**config.mk**
```make
export PLATFORM = sky130hd
export DESIGN_NAME = sssb_sequencer
export DESIGN_NICKNAME = d
export VERILOG_FILES = /design/src/sssb_pkg.sv /design/src/sssb_word_if.sv /design/src/sssb_dur_counter.sv /design/src/sssb_sequencer.sv /design/src/sssb_serial_rx.sv
export SDC_FILE = /design/constraint.sdc
export NUM_CORES = 1
export LEC_CHECK = 0
export ABC_AREA = 1
export BUFFER_PORTS_ARGS = -buffer_cell sky130_fd_sc_hd__buf_2
export CAP_MARGIN = 5
export CORE_ASPECT_RATIO = 1.2
export CORE_MARGIN = 5
export CORE_UTILIZATION = 60
export CTS_CLUSTER_DIAMETER = 50
export DETAILED_ROUTE_END_ITERATION = 8
export MAX_ROUTING_LAYER = met4
export PLACE_DENSITY = 0.81
export SLEW_MARGIN = 20
export SYNTH_ARGS = -nofsm -noshare
export SYNTH_HDL_FRONTEND = slang
export SYNTH_SLANG_ARGS = --single-unit
```
**constraint.sdc**
```tcl
create_clock -name sys_clk -period 3.3 [get_ports sys_clk]
set_input_delay 0.33 -clock sys_clk [delete_from_list [all_inputs] [get_ports sys_clk]]
set_output_delay 0.33 -clock sys_clk [all_outputs]
set_load 0.01 [all_outputs]
```
**src/sssb_pkg.sv**
```systemverilog
// Package of constants for the sweep step burst sequencer.
// Assumes one 50 MHz master clock and 16-bit serial words.
package sssb_pkg;
  // Serial word layout
  localparam int WORD_BITS = 16;
  localparam logic [3:0] CMD_STEP_COUNT = 4'h1;
  localparam logic [1:0] CMD_INTERVAL = 2'h1;
  localparam logic [2:0] CMD_BURST = 3'h4;
  // Field positions
  localparam int UNIT_BIT = 13;
  localparam int MULT_HI = 12;
  localparam int MULT_LO = 11;
  localparam int COUNT_HI = 10;
  // Widths
  localparam int STEP_W = 12;
  localparam int SETTING_W = 14;
  localparam int DUR_W = 11;
  localparam int FREQ_W = 24;
  localparam int DAC_W = 10;
  localparam int PRE_W = 9;
  // Time-base multipliers, in master clock periods
  localparam logic [PRE_W-1:0] MULT_X1 = 9'h001;
  localparam logic [PRE_W-1:0] MULT_X5 = 9'h005;
  localparam logic [PRE_W-1:0] MULT_X100 = 9'h064;
  localparam logic [PRE_W-1:0] MULT_X500 = 9'h1F4;
  // Values after reset
  localparam logic [STEP_W-1:0] STEP_COUNT_RST = 12'h002;
  localparam logic [SETTING_W-1:0] SETTING_RST = 14'h2002;
  localparam logic [DAC_W-1:0] MIDSCALE = 10'h200;
  // Synchroniser depth
  localparam int SYNC_STAGES = 2;
  // Sequencer states
  typedef enum logic {SSSB_IDLE, SSSB_RUN} sssb_state_t;
endpackage : sssb_pkg

```
**src/sssb_word_if.sv**
```systemverilog
// Interface carrying received 16-bit setting words.
// Assumes the receiver and sequencer share sys_clk.
`timescale 1ns/100ps
interface sssb_word_if;
  logic [15:0] word;
  logic valid;
  modport rx (output word, output valid);
  modport seq (input word, input valid);
endinterface : sssb_word_if

```
**src/sssb_dur_counter.sv**
```systemverilog
// Counts time units up to a programmed target.
// Assumes restart and tick come from logic on sys_clk.
`timescale 1ns/100ps
module sssb_dur_counter #(
  parameter int WIDTH = 11
) (
  input wire logic sys_clk,
  input wire logic rst_n,
  input wire logic restart,
  input wire logic tick,
  input wire logic [WIDTH-1:0] target,
  output logic done
);
  logic [WIDTH-1:0] count_reg;

  // Saturating count of units since restart
  always_ff @(posedge sys_clk or negedge rst_n) begin
    if (!rst_n) begin
      count_reg <= '0;
    end else if (restart) begin
      count_reg <= '0;
    end else if (tick && !done) begin
      count_reg <= count_reg + 1'b1;
    end
  end

  assign done = (count_reg >= target);
endmodule : sssb_dur_counter

```
**src/sssb_sequencer.sv**
```systemverilog
// Sweep step burst sequencer: settings, step timing and burst gating.
// Assumes start frequency, increment and control bits arrive from
// other logic on sys_clk; the serial pins and sweep pin are asynchronous.
`timescale 1ns/100ps
module sssb_sequencer (
  input wire logic sys_clk,
  input wire logic rst_n,
  input wire logic sclk,
  input wire logic sdata,
  input wire logic frameSyncN,
  input wire logic sweepControlPin,
  input wire logic continuousOrBurstSel,
  input wire logic burstSourceSel,
  input wire logic incrementSourceSel,
  input wire logic [23:0] startFrequency,
  input wire logic [23:0] freqIncrement,
  output logic [23:0] currentFreq,
  output logic [23:0] phaseOut,
  output logic [9:0] dacCode,
  output logic waveActive,
  output logic sweepActive,
  output logic stepPulse
);
  // Settings written over the serial port
  logic [sssb_pkg::STEP_W-1:0] increment_count_reg;
  logic [sssb_pkg::SETTING_W-1:0] step_interval_setting_reg;
  logic [sssb_pkg::SETTING_W-1:0] burst_length_setting_reg;

  // Sweep pin synchroniser and edge detector
  logic ctrlMeta_reg;
  logic ctrlSync_reg;
  logic ctrlPrev_reg;
  logic ctrlRise;

  // Sequencer state
  sssb_pkg::sssb_state_t state_reg;
  sssb_pkg::sssb_state_t state_next;
  logic [sssb_pkg::STEP_W-1:0] stepIdx_reg;
  logic [23:0] freq_reg;
  logic [23:0] acc_reg;
  logic accWrap;
  logic [24:0] accSum;

  // Time base
  logic [sssb_pkg::PRE_W-1:0] pre_reg;
  logic [sssb_pkg::PRE_W-1:0] multValue;
  logic [1:0] multSel;
  logic unitClock;
  logic preTick;
  logic unitTick;

  // Mode and step decisions
  logic extIncr;
  logic extBurst;
  logic burstMode;
  logic stepEvent;
  logic lastStep;
  logic advance;
  logic startSweep;
  logic endSweep;
  logic restartCount;
  logic intervalDone;
  logic burstDone;
  logic outputOn;
  logic autoStep;
  logic [sssb_pkg::DUR_W-1:0] intervalTarget;

  // Registered outputs
  logic [9:0] dac_reg;
  logic active_reg;
  logic stepPulse_reg;

  sssb_word_if wordBus ();

  // Serial receiver for setting words
  sssb_serial_rx u_rx (
    .sys_clk(sys_clk),
    .rst_n(rst_n),
    .sclk(sclk),
    .sdata(sdata),
    .frameSyncN(frameSyncN),
    .wordBus(wordBus.rx)
  );

  // Decode of setting words by their prefix
  always_ff @(posedge sys_clk or negedge rst_n) begin
    if (!rst_n) begin
      increment_count_reg <= sssb_pkg::STEP_COUNT_RST;
      step_interval_setting_reg <= sssb_pkg::SETTING_RST;
      burst_length_setting_reg <= sssb_pkg::SETTING_RST;
    end else if (wordBus.valid) begin
      if (wordBus.word[15:12] == sssb_pkg::CMD_STEP_COUNT) begin
        increment_count_reg <= wordBus.word[11:0];
      end
      if (wordBus.word[15:14] == sssb_pkg::CMD_INTERVAL) begin
        step_interval_setting_reg <= wordBus.word[13:0];
      end
      if (wordBus.word[15:13] == sssb_pkg::CMD_BURST) begin
        burst_length_setting_reg <= wordBus.word[13:0];
      end
    end
  end

  // Two flip-flops before the sweep pin is used, then an edge stage
  always_ff @(posedge sys_clk or negedge rst_n) begin
    if (!rst_n) begin
      ctrlMeta_reg <= 1'b0;
      ctrlSync_reg <= 1'b0;
      ctrlPrev_reg <= 1'b0;
    end else begin
      ctrlMeta_reg <= sweepControlPin;
      ctrlSync_reg <= ctrlMeta_reg;
      ctrlPrev_reg <= ctrlSync_reg;
    end
  end

  // Rising edge of the synchronised pin; the reset levels match the idle low
  // pin, so no false rise follows reset
  assign ctrlRise = ctrlSync_reg & ~ctrlPrev_reg;

  // Mode decode; burst source only counts with external increments
  // A burst source of one without external increments acts as automatic
  assign extIncr = incrementSourceSel;
  assign extBurst = incrementSourceSel & burstSourceSel;
  assign burstMode = ~continuousOrBurstSel;

  // Unit and multiplier come from interval, or burst word when stepped
  always_comb begin
    if (extIncr && !extBurst) begin
      unitClock = burst_length_setting_reg[sssb_pkg::UNIT_BIT];
      multSel = burst_length_setting_reg[sssb_pkg::MULT_HI:sssb_pkg::MULT_LO];
    end else begin
      unitClock = step_interval_setting_reg[sssb_pkg::UNIT_BIT];
      multSel = step_interval_setting_reg[sssb_pkg::MULT_HI:sssb_pkg::MULT_LO];
    end
  end

  // Multiplier table for the base interval
  always_comb begin
    case (multSel)
      2'h0: multValue = sssb_pkg::MULT_X1;
      2'h1: multValue = sssb_pkg::MULT_X5;
      2'h2: multValue = sssb_pkg::MULT_X100;
      2'h3: multValue = sssb_pkg::MULT_X500;
      default: multValue = sssb_pkg::MULT_X1;
    endcase
  end

  // Prescaler giving one tick per base interval of master clocks
  always_ff @(posedge sys_clk or negedge rst_n) begin
    if (!rst_n) begin
      pre_reg <= '0;
    end else if (restartCount || preTick) begin
      pre_reg <= '0;
    end else begin
      pre_reg <= pre_reg + 9'h001;
    end
  end

  assign preTick = (pre_reg >= multValue - 9'h001);

  // Phase accumulator at the current step frequency
  assign accSum = {1'b0, acc_reg} + {1'b0, freq_reg};
  assign accWrap = accSum[24];

  // Cleared at start so every sweep begins at phase zero; left running
  // across steps so each frequency change is phase continuous
  always_ff @(posedge sys_clk or negedge rst_n) begin
    if (!rst_n) begin
      acc_reg <= 24'h000000;
    end else if (startSweep) begin
      acc_reg <= 24'h000000;
    end else if (state_reg == sssb_pkg::SSSB_RUN) begin
      acc_reg <= accSum[23:0];
    end
  end

  // One unit is an output cycle or a base interval
  assign unitTick = unitClock ? preTick : accWrap;

  // The interval counter stops one unit short of the setting and the step
  // fires on the unit that completes it: a count of N then holds a frequency
  // for N units, not N plus the restart cycle
  assign intervalTarget = step_interval_setting_reg[sssb_pkg::COUNT_HI:0] - 11'h001;

  // Step interval counter, up to 2047 units
  sssb_dur_counter #(
    .WIDTH(sssb_pkg::DUR_W)
  ) u_interval (
    .sys_clk(sys_clk),
    .rst_n(rst_n),
    .restart(restartCount),
    .tick(unitTick),
    .target(intervalTarget),
    .done(intervalDone)
  );

  // Burst length counter, same units as the interval
  // It saturates, so midscale holds until the counters restart
  sssb_dur_counter #(
    .WIDTH(sssb_pkg::DUR_W)
  ) u_burst (
    .sys_clk(sys_clk),
    .rst_n(rst_n),
    .restart(restartCount),
    .tick(unitTick),
    .target(burst_length_setting_reg[sssb_pkg::COUNT_HI:0]),
    .done(burstDone)
  );

  // Automatic step on the unit that completes the interval count
  assign autoStep = intervalDone & unitTick;

  // Step events: timer in automatic mode, pin edge when stepped outside
  always_comb begin
    if (state_reg != sssb_pkg::SSSB_RUN) begin
      stepEvent = 1'b0;
    end else if (extIncr) begin
      stepEvent = ctrlRise;
    end else begin
      stepEvent = autoStep;
    end
  end

  // The final period ends the sweep: count plus one periods in all
  assign lastStep = (stepIdx_reg == increment_count_reg);
  assign advance = stepEvent & ~lastStep;
  assign endSweep = stepEvent & lastStep;
  assign startSweep = (state_reg == sssb_pkg::SSSB_IDLE) & ctrlRise;
  assign restartCount = startSweep | advance;

  // Next state
  always_comb begin
    state_next = state_reg;
    case (state_reg)
      sssb_pkg::SSSB_IDLE: begin
        if (startSweep) begin
          state_next = sssb_pkg::SSSB_RUN;
        end
      end
      sssb_pkg::SSSB_RUN: begin
        if (endSweep) begin
          state_next = sssb_pkg::SSSB_IDLE;
        end
      end
      default: state_next = sssb_pkg::SSSB_IDLE;
    endcase
  end

  // State register
  always_ff @(posedge sys_clk or negedge rst_n) begin
    if (!rst_n) begin
      state_reg <= sssb_pkg::SSSB_IDLE;
    end else begin
      state_reg <= state_next;
    end
  end

  // Frequency and step index; no stop value is held
  // A negative increment wraps in two's complement and sweeps downward
  always_ff @(posedge sys_clk or negedge rst_n) begin
    if (!rst_n) begin
      freq_reg <= 24'h000000;
      stepIdx_reg <= '0;
    end else if (startSweep) begin
      freq_reg <= startFrequency;
      stepIdx_reg <= '0;
    end else if (advance) begin
      freq_reg <= freq_reg + freqIncrement;
      stepIdx_reg <= stepIdx_reg + 12'h001;
    end
  end

  // Whether the waveform or midscale is shown
  always_comb begin
    if (state_reg != sssb_pkg::SSSB_RUN) begin
      outputOn = 1'b0;
    end else if (!burstMode) begin
      outputOn = 1'b1;
    end else if (extBurst) begin
      outputOn = ctrlSync_reg;
    end else begin
      outputOn = ~burstDone;
    end
  end

  // Registered waveform code, midscale outside the burst
  always_ff @(posedge sys_clk or negedge rst_n) begin
    if (!rst_n) begin
      dac_reg <= sssb_pkg::MIDSCALE;
      active_reg <= 1'b0;
    end else begin
      active_reg <= outputOn;
      if (outputOn) begin
        dac_reg <= acc_reg[23:14];
      end else begin
        dac_reg <= sssb_pkg::MIDSCALE;
      end
    end
  end

  // One-cycle mark of each frequency increment
  always_ff @(posedge sys_clk or negedge rst_n) begin
    if (!rst_n) begin
      stepPulse_reg <= 1'b0;
    end else begin
      stepPulse_reg <= advance;
    end
  end

  // Outputs
  assign currentFreq = freq_reg;
  assign phaseOut = acc_reg;
  assign dacCode = dac_reg;
  assign waveActive = active_reg;
  assign sweepActive = (state_reg == sssb_pkg::SSSB_RUN);
  assign stepPulse = stepPulse_reg;
endmodule : sssb_sequencer

```
**src/sssb_serial_rx.sv**
```systemverilog
// Framed serial receiver for setting words.
// Assumes sclk runs well below sys_clk so synchronised edges are seen.
`timescale 1ns/100ps
module sssb_serial_rx (
  input wire logic sys_clk,
  input wire logic rst_n,
  input wire logic sclk,
  input wire logic sdata,
  input wire logic frameSyncN,
  sssb_word_if.rx wordBus
);
  logic [2:0] meta_reg;
  logic [2:0] sync_reg;
  logic sclkPrev_reg;
  logic [15:0] shift_reg;
  logic [4:0] bitCount_reg;
  logic [15:0] word_reg;
  logic valid_reg;
  logic fallEdge;

  // Two-stage synchroniser for sclk, sdata and frame sync
  always_ff @(posedge sys_clk or negedge rst_n) begin
    if (!rst_n) begin
      meta_reg <= 3'h7;
      sync_reg <= 3'h7;
      sclkPrev_reg <= 1'b1;
    end else begin
      meta_reg <= {sclk, sdata, frameSyncN};
      sync_reg <= meta_reg;
      sclkPrev_reg <= sync_reg[2];
    end
  end

  // Data is taken on the falling sclk edge
  assign fallEdge = sclkPrev_reg & ~sync_reg[2];

  // Shift in MSB first while the frame is low
  always_ff @(posedge sys_clk or negedge rst_n) begin
    if (!rst_n) begin
      shift_reg <= 16'h0000;
      bitCount_reg <= 5'h00;
      word_reg <= 16'h0000;
      valid_reg <= 1'b0;
    end else begin
      valid_reg <= 1'b0;
      if (sync_reg[0]) begin
        bitCount_reg <= 5'h00;
      end else if (fallEdge) begin
        shift_reg <= {shift_reg[14:0], sync_reg[1]};
        if (bitCount_reg == 5'h0F) begin
          word_reg <= {shift_reg[14:0], sync_reg[1]};
          valid_reg <= 1'b1;
          bitCount_reg <= 5'h00;
        end else begin
          bitCount_reg <= bitCount_reg + 5'h01;
        end
      end
    end
  end

  assign wordBus.word = word_reg;
  assign wordBus.valid = valid_reg;
endmodule : sssb_serial_rx

```
==> impl_metrics.json <==
{
  "r2r_slack_ns": 0.07,
  "ys_types": 49,
  "cts_tree": "built",
  "critical_path.reg2reg.endpoint": "stepIdx_reg[3]$_DFFE_PN0P_",
  "critPathArrivalTime_ns": 3.61,
  "ff_latch_area_sq_um": 4796,
  "cp-startpoint": "step_interval_setting_reg[2]$_DFFE_PN0P_",
  "synth_edf_count": 0,
  "viasPerCell": 5.558,
  "cp-start-kind": "flop",
  "clk_pin_slew_ns": 0.07,
  "grt_pass1_wl_mm": 51.00,
  "num_vias": 11010,
  "yosys.area_share.adder_pct": 9.152,
  "synth_top_area_share_pct": 37.36,
  "hold_viol": 0,
  "htree_levels": 4,
  "synthCells": 1575,
  "pin_count": 118,
  "antenna_found_initial": 0,
  "sw_frac_of_total_pct": 45.49,
  "area_growth_pct": 14.86,
  "power.leakage_nw": 7.056,
  "final_cells": 1981,
  "first_global_vias": 10620,
  "die-area_sq_um": 22800,
  "drv_cap": 0,
  "worst_pin_slew_ns": 0.8863,
  "synth_ff_type": "dfrtp_1",
  "synthXorXnorAreaFrac_pct": 4.188,
  "critPathRequiredTime_ns": 3.68,
  "fp.coreArea_sq_um": 19550,
  "critPathMostFrequentCell": "nand2_1",
  "finalCritPeriodShare_pct": 98.02,
  "hpwlAfterDp_mm": 24.18,
  "p_per_area_nw_per_um2": 753.3,
  "track_usage_pct": 28.42,
  "min_to": "currentFreq[0]$_DFFE_PN0P_",
  "yosys-mux-area-fraction_pct": 0.09446,
  "ys_ff_latch": 191,
  "syn_nets": 1718,
  "dpl.cell_count": 1934,
  "synthTopCellsByArea": "dfrtp_1 (37%), nand2_1 (14%), ha_1 (8.8%), o21ai_0 (5.8%), inv_1 (5.5%)",
  "synth-async-reset-ratio_pct": 100.0,
  "worstSetupPathType": "reg -> reg",
  "drt-initial-drc-count": 587,
  "cts_buffers": 17,
  "seq_area_frac_synth_pct": 40.23,
  "setup_violations": 0,
  "antennaDiodeCount": 0,
  "crit_path_end_kind": "flop",
  "grt_max_degree": 82,
  "power.switching_mw": 4.692,
  "clk_latency_ns": 0.44,
  "final_nets": 1850,
  "grt-ovfl-total": 0,
  "slew_viol_final": 0,
  "yosys_warnings": 0,
  "n_fill_cell": 1625,
  "rsz0062_at_grt": "true",
  "drive_above_1_share_pct": 13.43,
  "cpPeakStageDelay_ns": 0.42,
  "r2r_cells": 18,
  "die_h_microns": 164.4,
  "clkPwrFrac_pct": 19.1,
  "tns_ns": 0,
  "synth_common_cells": "nand2_1 (430), dfrtp_1 (178), inv_1 (175)",
  "fmax_mhz": 309.1,
  "place_congestion": 0.9523,
  "path_cells": "nor2_1, nand2_1, or3_1, nor3_2, nand3_1, xnor2_1, inv_1, ha_1, nand2_2, o21a_1, nand4_1, nand3_2, nand2_2, nand3_4, nand2_8, clkbuf_16, nand2_1, nand2_1",
  "synth_compound_area_share_pct": 11.61,
  "clock_skew_ns": 0.01459,
  "netlist_area_sq_um": 11920,
  "ir_drop_v": 0.0004165,
  "yosysMostFrequentCell": "nand2_1",
  "synth_top_family_by_area": "simple AND/OR/NAND/NOR gates",
  "holdPathStages": 5,
  "intPower_mw": 5.623,
  "pwr-share-comb_pct": 49.2,
  "avgSynthCellArea_sq_um": 7.569,
  "cp_max_fo": 9,
  "routed_wirelength_mm": 32.23,
  "wire_per_inst_microns": 16.27,
  "root_buffer": "clkbuf_16",
  "seqPwrFrac_pct": 31.8,
  "ant_nets": 0,
  "status": "finished, final reports clean",
  "multi_input_area_sq_um": 6361,
  "r2r_start": "step_interval_setting_reg[2]$_DFFE_PN0P_",
  "whs_ns": 0.1991,
  "synth_top_area_cell": "dfrtp_1",
  "cp_slowest_cell": "dfrtp_1",
  "finalWorstPathRequiredPeriod_ns": 3.235,
  "clock_sinks": 191,
  "start_util_pct": 60.98,
  "synth-simple-area-share_pct": 27.39,
  "drcViolationCount": 0,
  "row_count": 56,
  "max-slew-margin-rel_pct": 40.75,
  "hold_class": "in -> reg",
  "dieWidth_microns": 138.7,
  "port-buffer-count": 117,
  "clockBufferDepth": 2,
  "dr.pass1.iters": 5,
  "hold_path_startpoint": "startFrequency[0]",
  "power_mw": 10.31
}
==> cell usage in the layout, fill, tap and decap left out, types with 19 or more instances in the layout <==
cell       synthesis  routed
nand3_1          104     104
nand2_1          430     421
clkbuf_16          0      21
ha_1              84      83
buf_2              3     116
nor2_1           136     133
inv_1            175     174
nor3_1            27      25
o21ai_0          137     136
a21oi_1           76      75
buf_4              4      21
dfrtp_1          178     178
nand4_1           33      33
xnor2_1           19      19
xor2_1            38      38
==> critical path: cells and delay by family, from the launching register on <==
family	cells	cell delay [ns]
adders and majority gates	1	0.32
AOI/OAI and AO/OA	1	0.21
xor gates and xnor gates	1	0.17
buffers and inverters	2	0.24
DFF	1	0.42
and+or+nand+nor	13	1.80
==> area by class of cell <==
class,instances,share of cell area [%]
Inverter,179,4.925
Timing Repair Buffer,151,7.173
Clock buffer,19,3.162
Multi-Input combinational cell,1167,46.45
Tap cell,261,2.385
Sequential cell,191,35.02
Clock inverter,13,0.8772
==> worst max path at each step <==
| stage | to | cells past startpoint |
|---|---|---|
| 6_report | stepIdx_reg[3]$_DFFE_PN0P_ | 18 |
| 5_1_grt | stepIdx_reg[3]$_DFFE_PN0P_ | 19 |
| 4_1_cts | stepIdx_reg[4]$_DFFE_PN0P_ | 19 |
| 3_5_place_dp | stepIdx_reg[4]$_DFFE_PN0P_ | 20 |
| 3_3_place_gp | currentFreq[4]$_DFFE_PN0P_ | 19 |
| 2_1_floorplan | u_interval.count_reg[8]$_DFFE_PN0P_ | 19 |
==> cells by family after synthesis <==
kind of cell / count (synthesis)
other: 1
muxes: 1
xor gates and xnor gates: 57
and+or+nand+nor: 767
adders and majority gates: 86
AOI/OAI and AO/OA: 255
DFF: 191
buffers and inverters: 217
==> metal layers <==
metal | global-route usage [%] | part of all wire [%] | vias to the layer above
met2 | 49.84 | 51 | 369
met4 | 13.43 | 5.1 | 0
met3 | 4.663 | 5.1 | 92
met1 | 32.06 | 39 | 5132
met5 | - | 0 | -
li1 | - | - | 5418
==> what timing repair did <==
action | 4_1_cts | 5_1_grt
endpoints found under the hold margin | 79 | 0
resized for setup | 3 | 23
pin swaps | 0 | 4
gates cloned | 0 | 4
hold buffers | 5 | 0
buffers inserted | 0 | 6
setup endpoints to repair | 47 | 68
==> power groups by stage <==
stage | Sequential (mW) | Combinational (mW) | Clock (mW)
after floorplan | 3.26 | 3.32 | 0
after global placement | 3.30 | 4.84 | 0
after detailed placement | 3.31 | 4.92 | 0
after CTS | 3.27 | 4.97 | 2.00
after global routing | 3.31 | 5.73 | 2.08
final | 3.28 | 5.07 | 1.97
==> through the flow <==
stage	area [sq um]	setup WS [ns]	util [%]
floorplan	11920	0.3642	-
global placement	12840	0.1683	65.70
CTS	13460	0.04542	68.87
global route	13690	-0.1762	70.05
detailed placement	12840	-0.02291	65.70
finish	13690	0.06524	70.05
No activity file was read; power rests on OpenSTA's default activity.
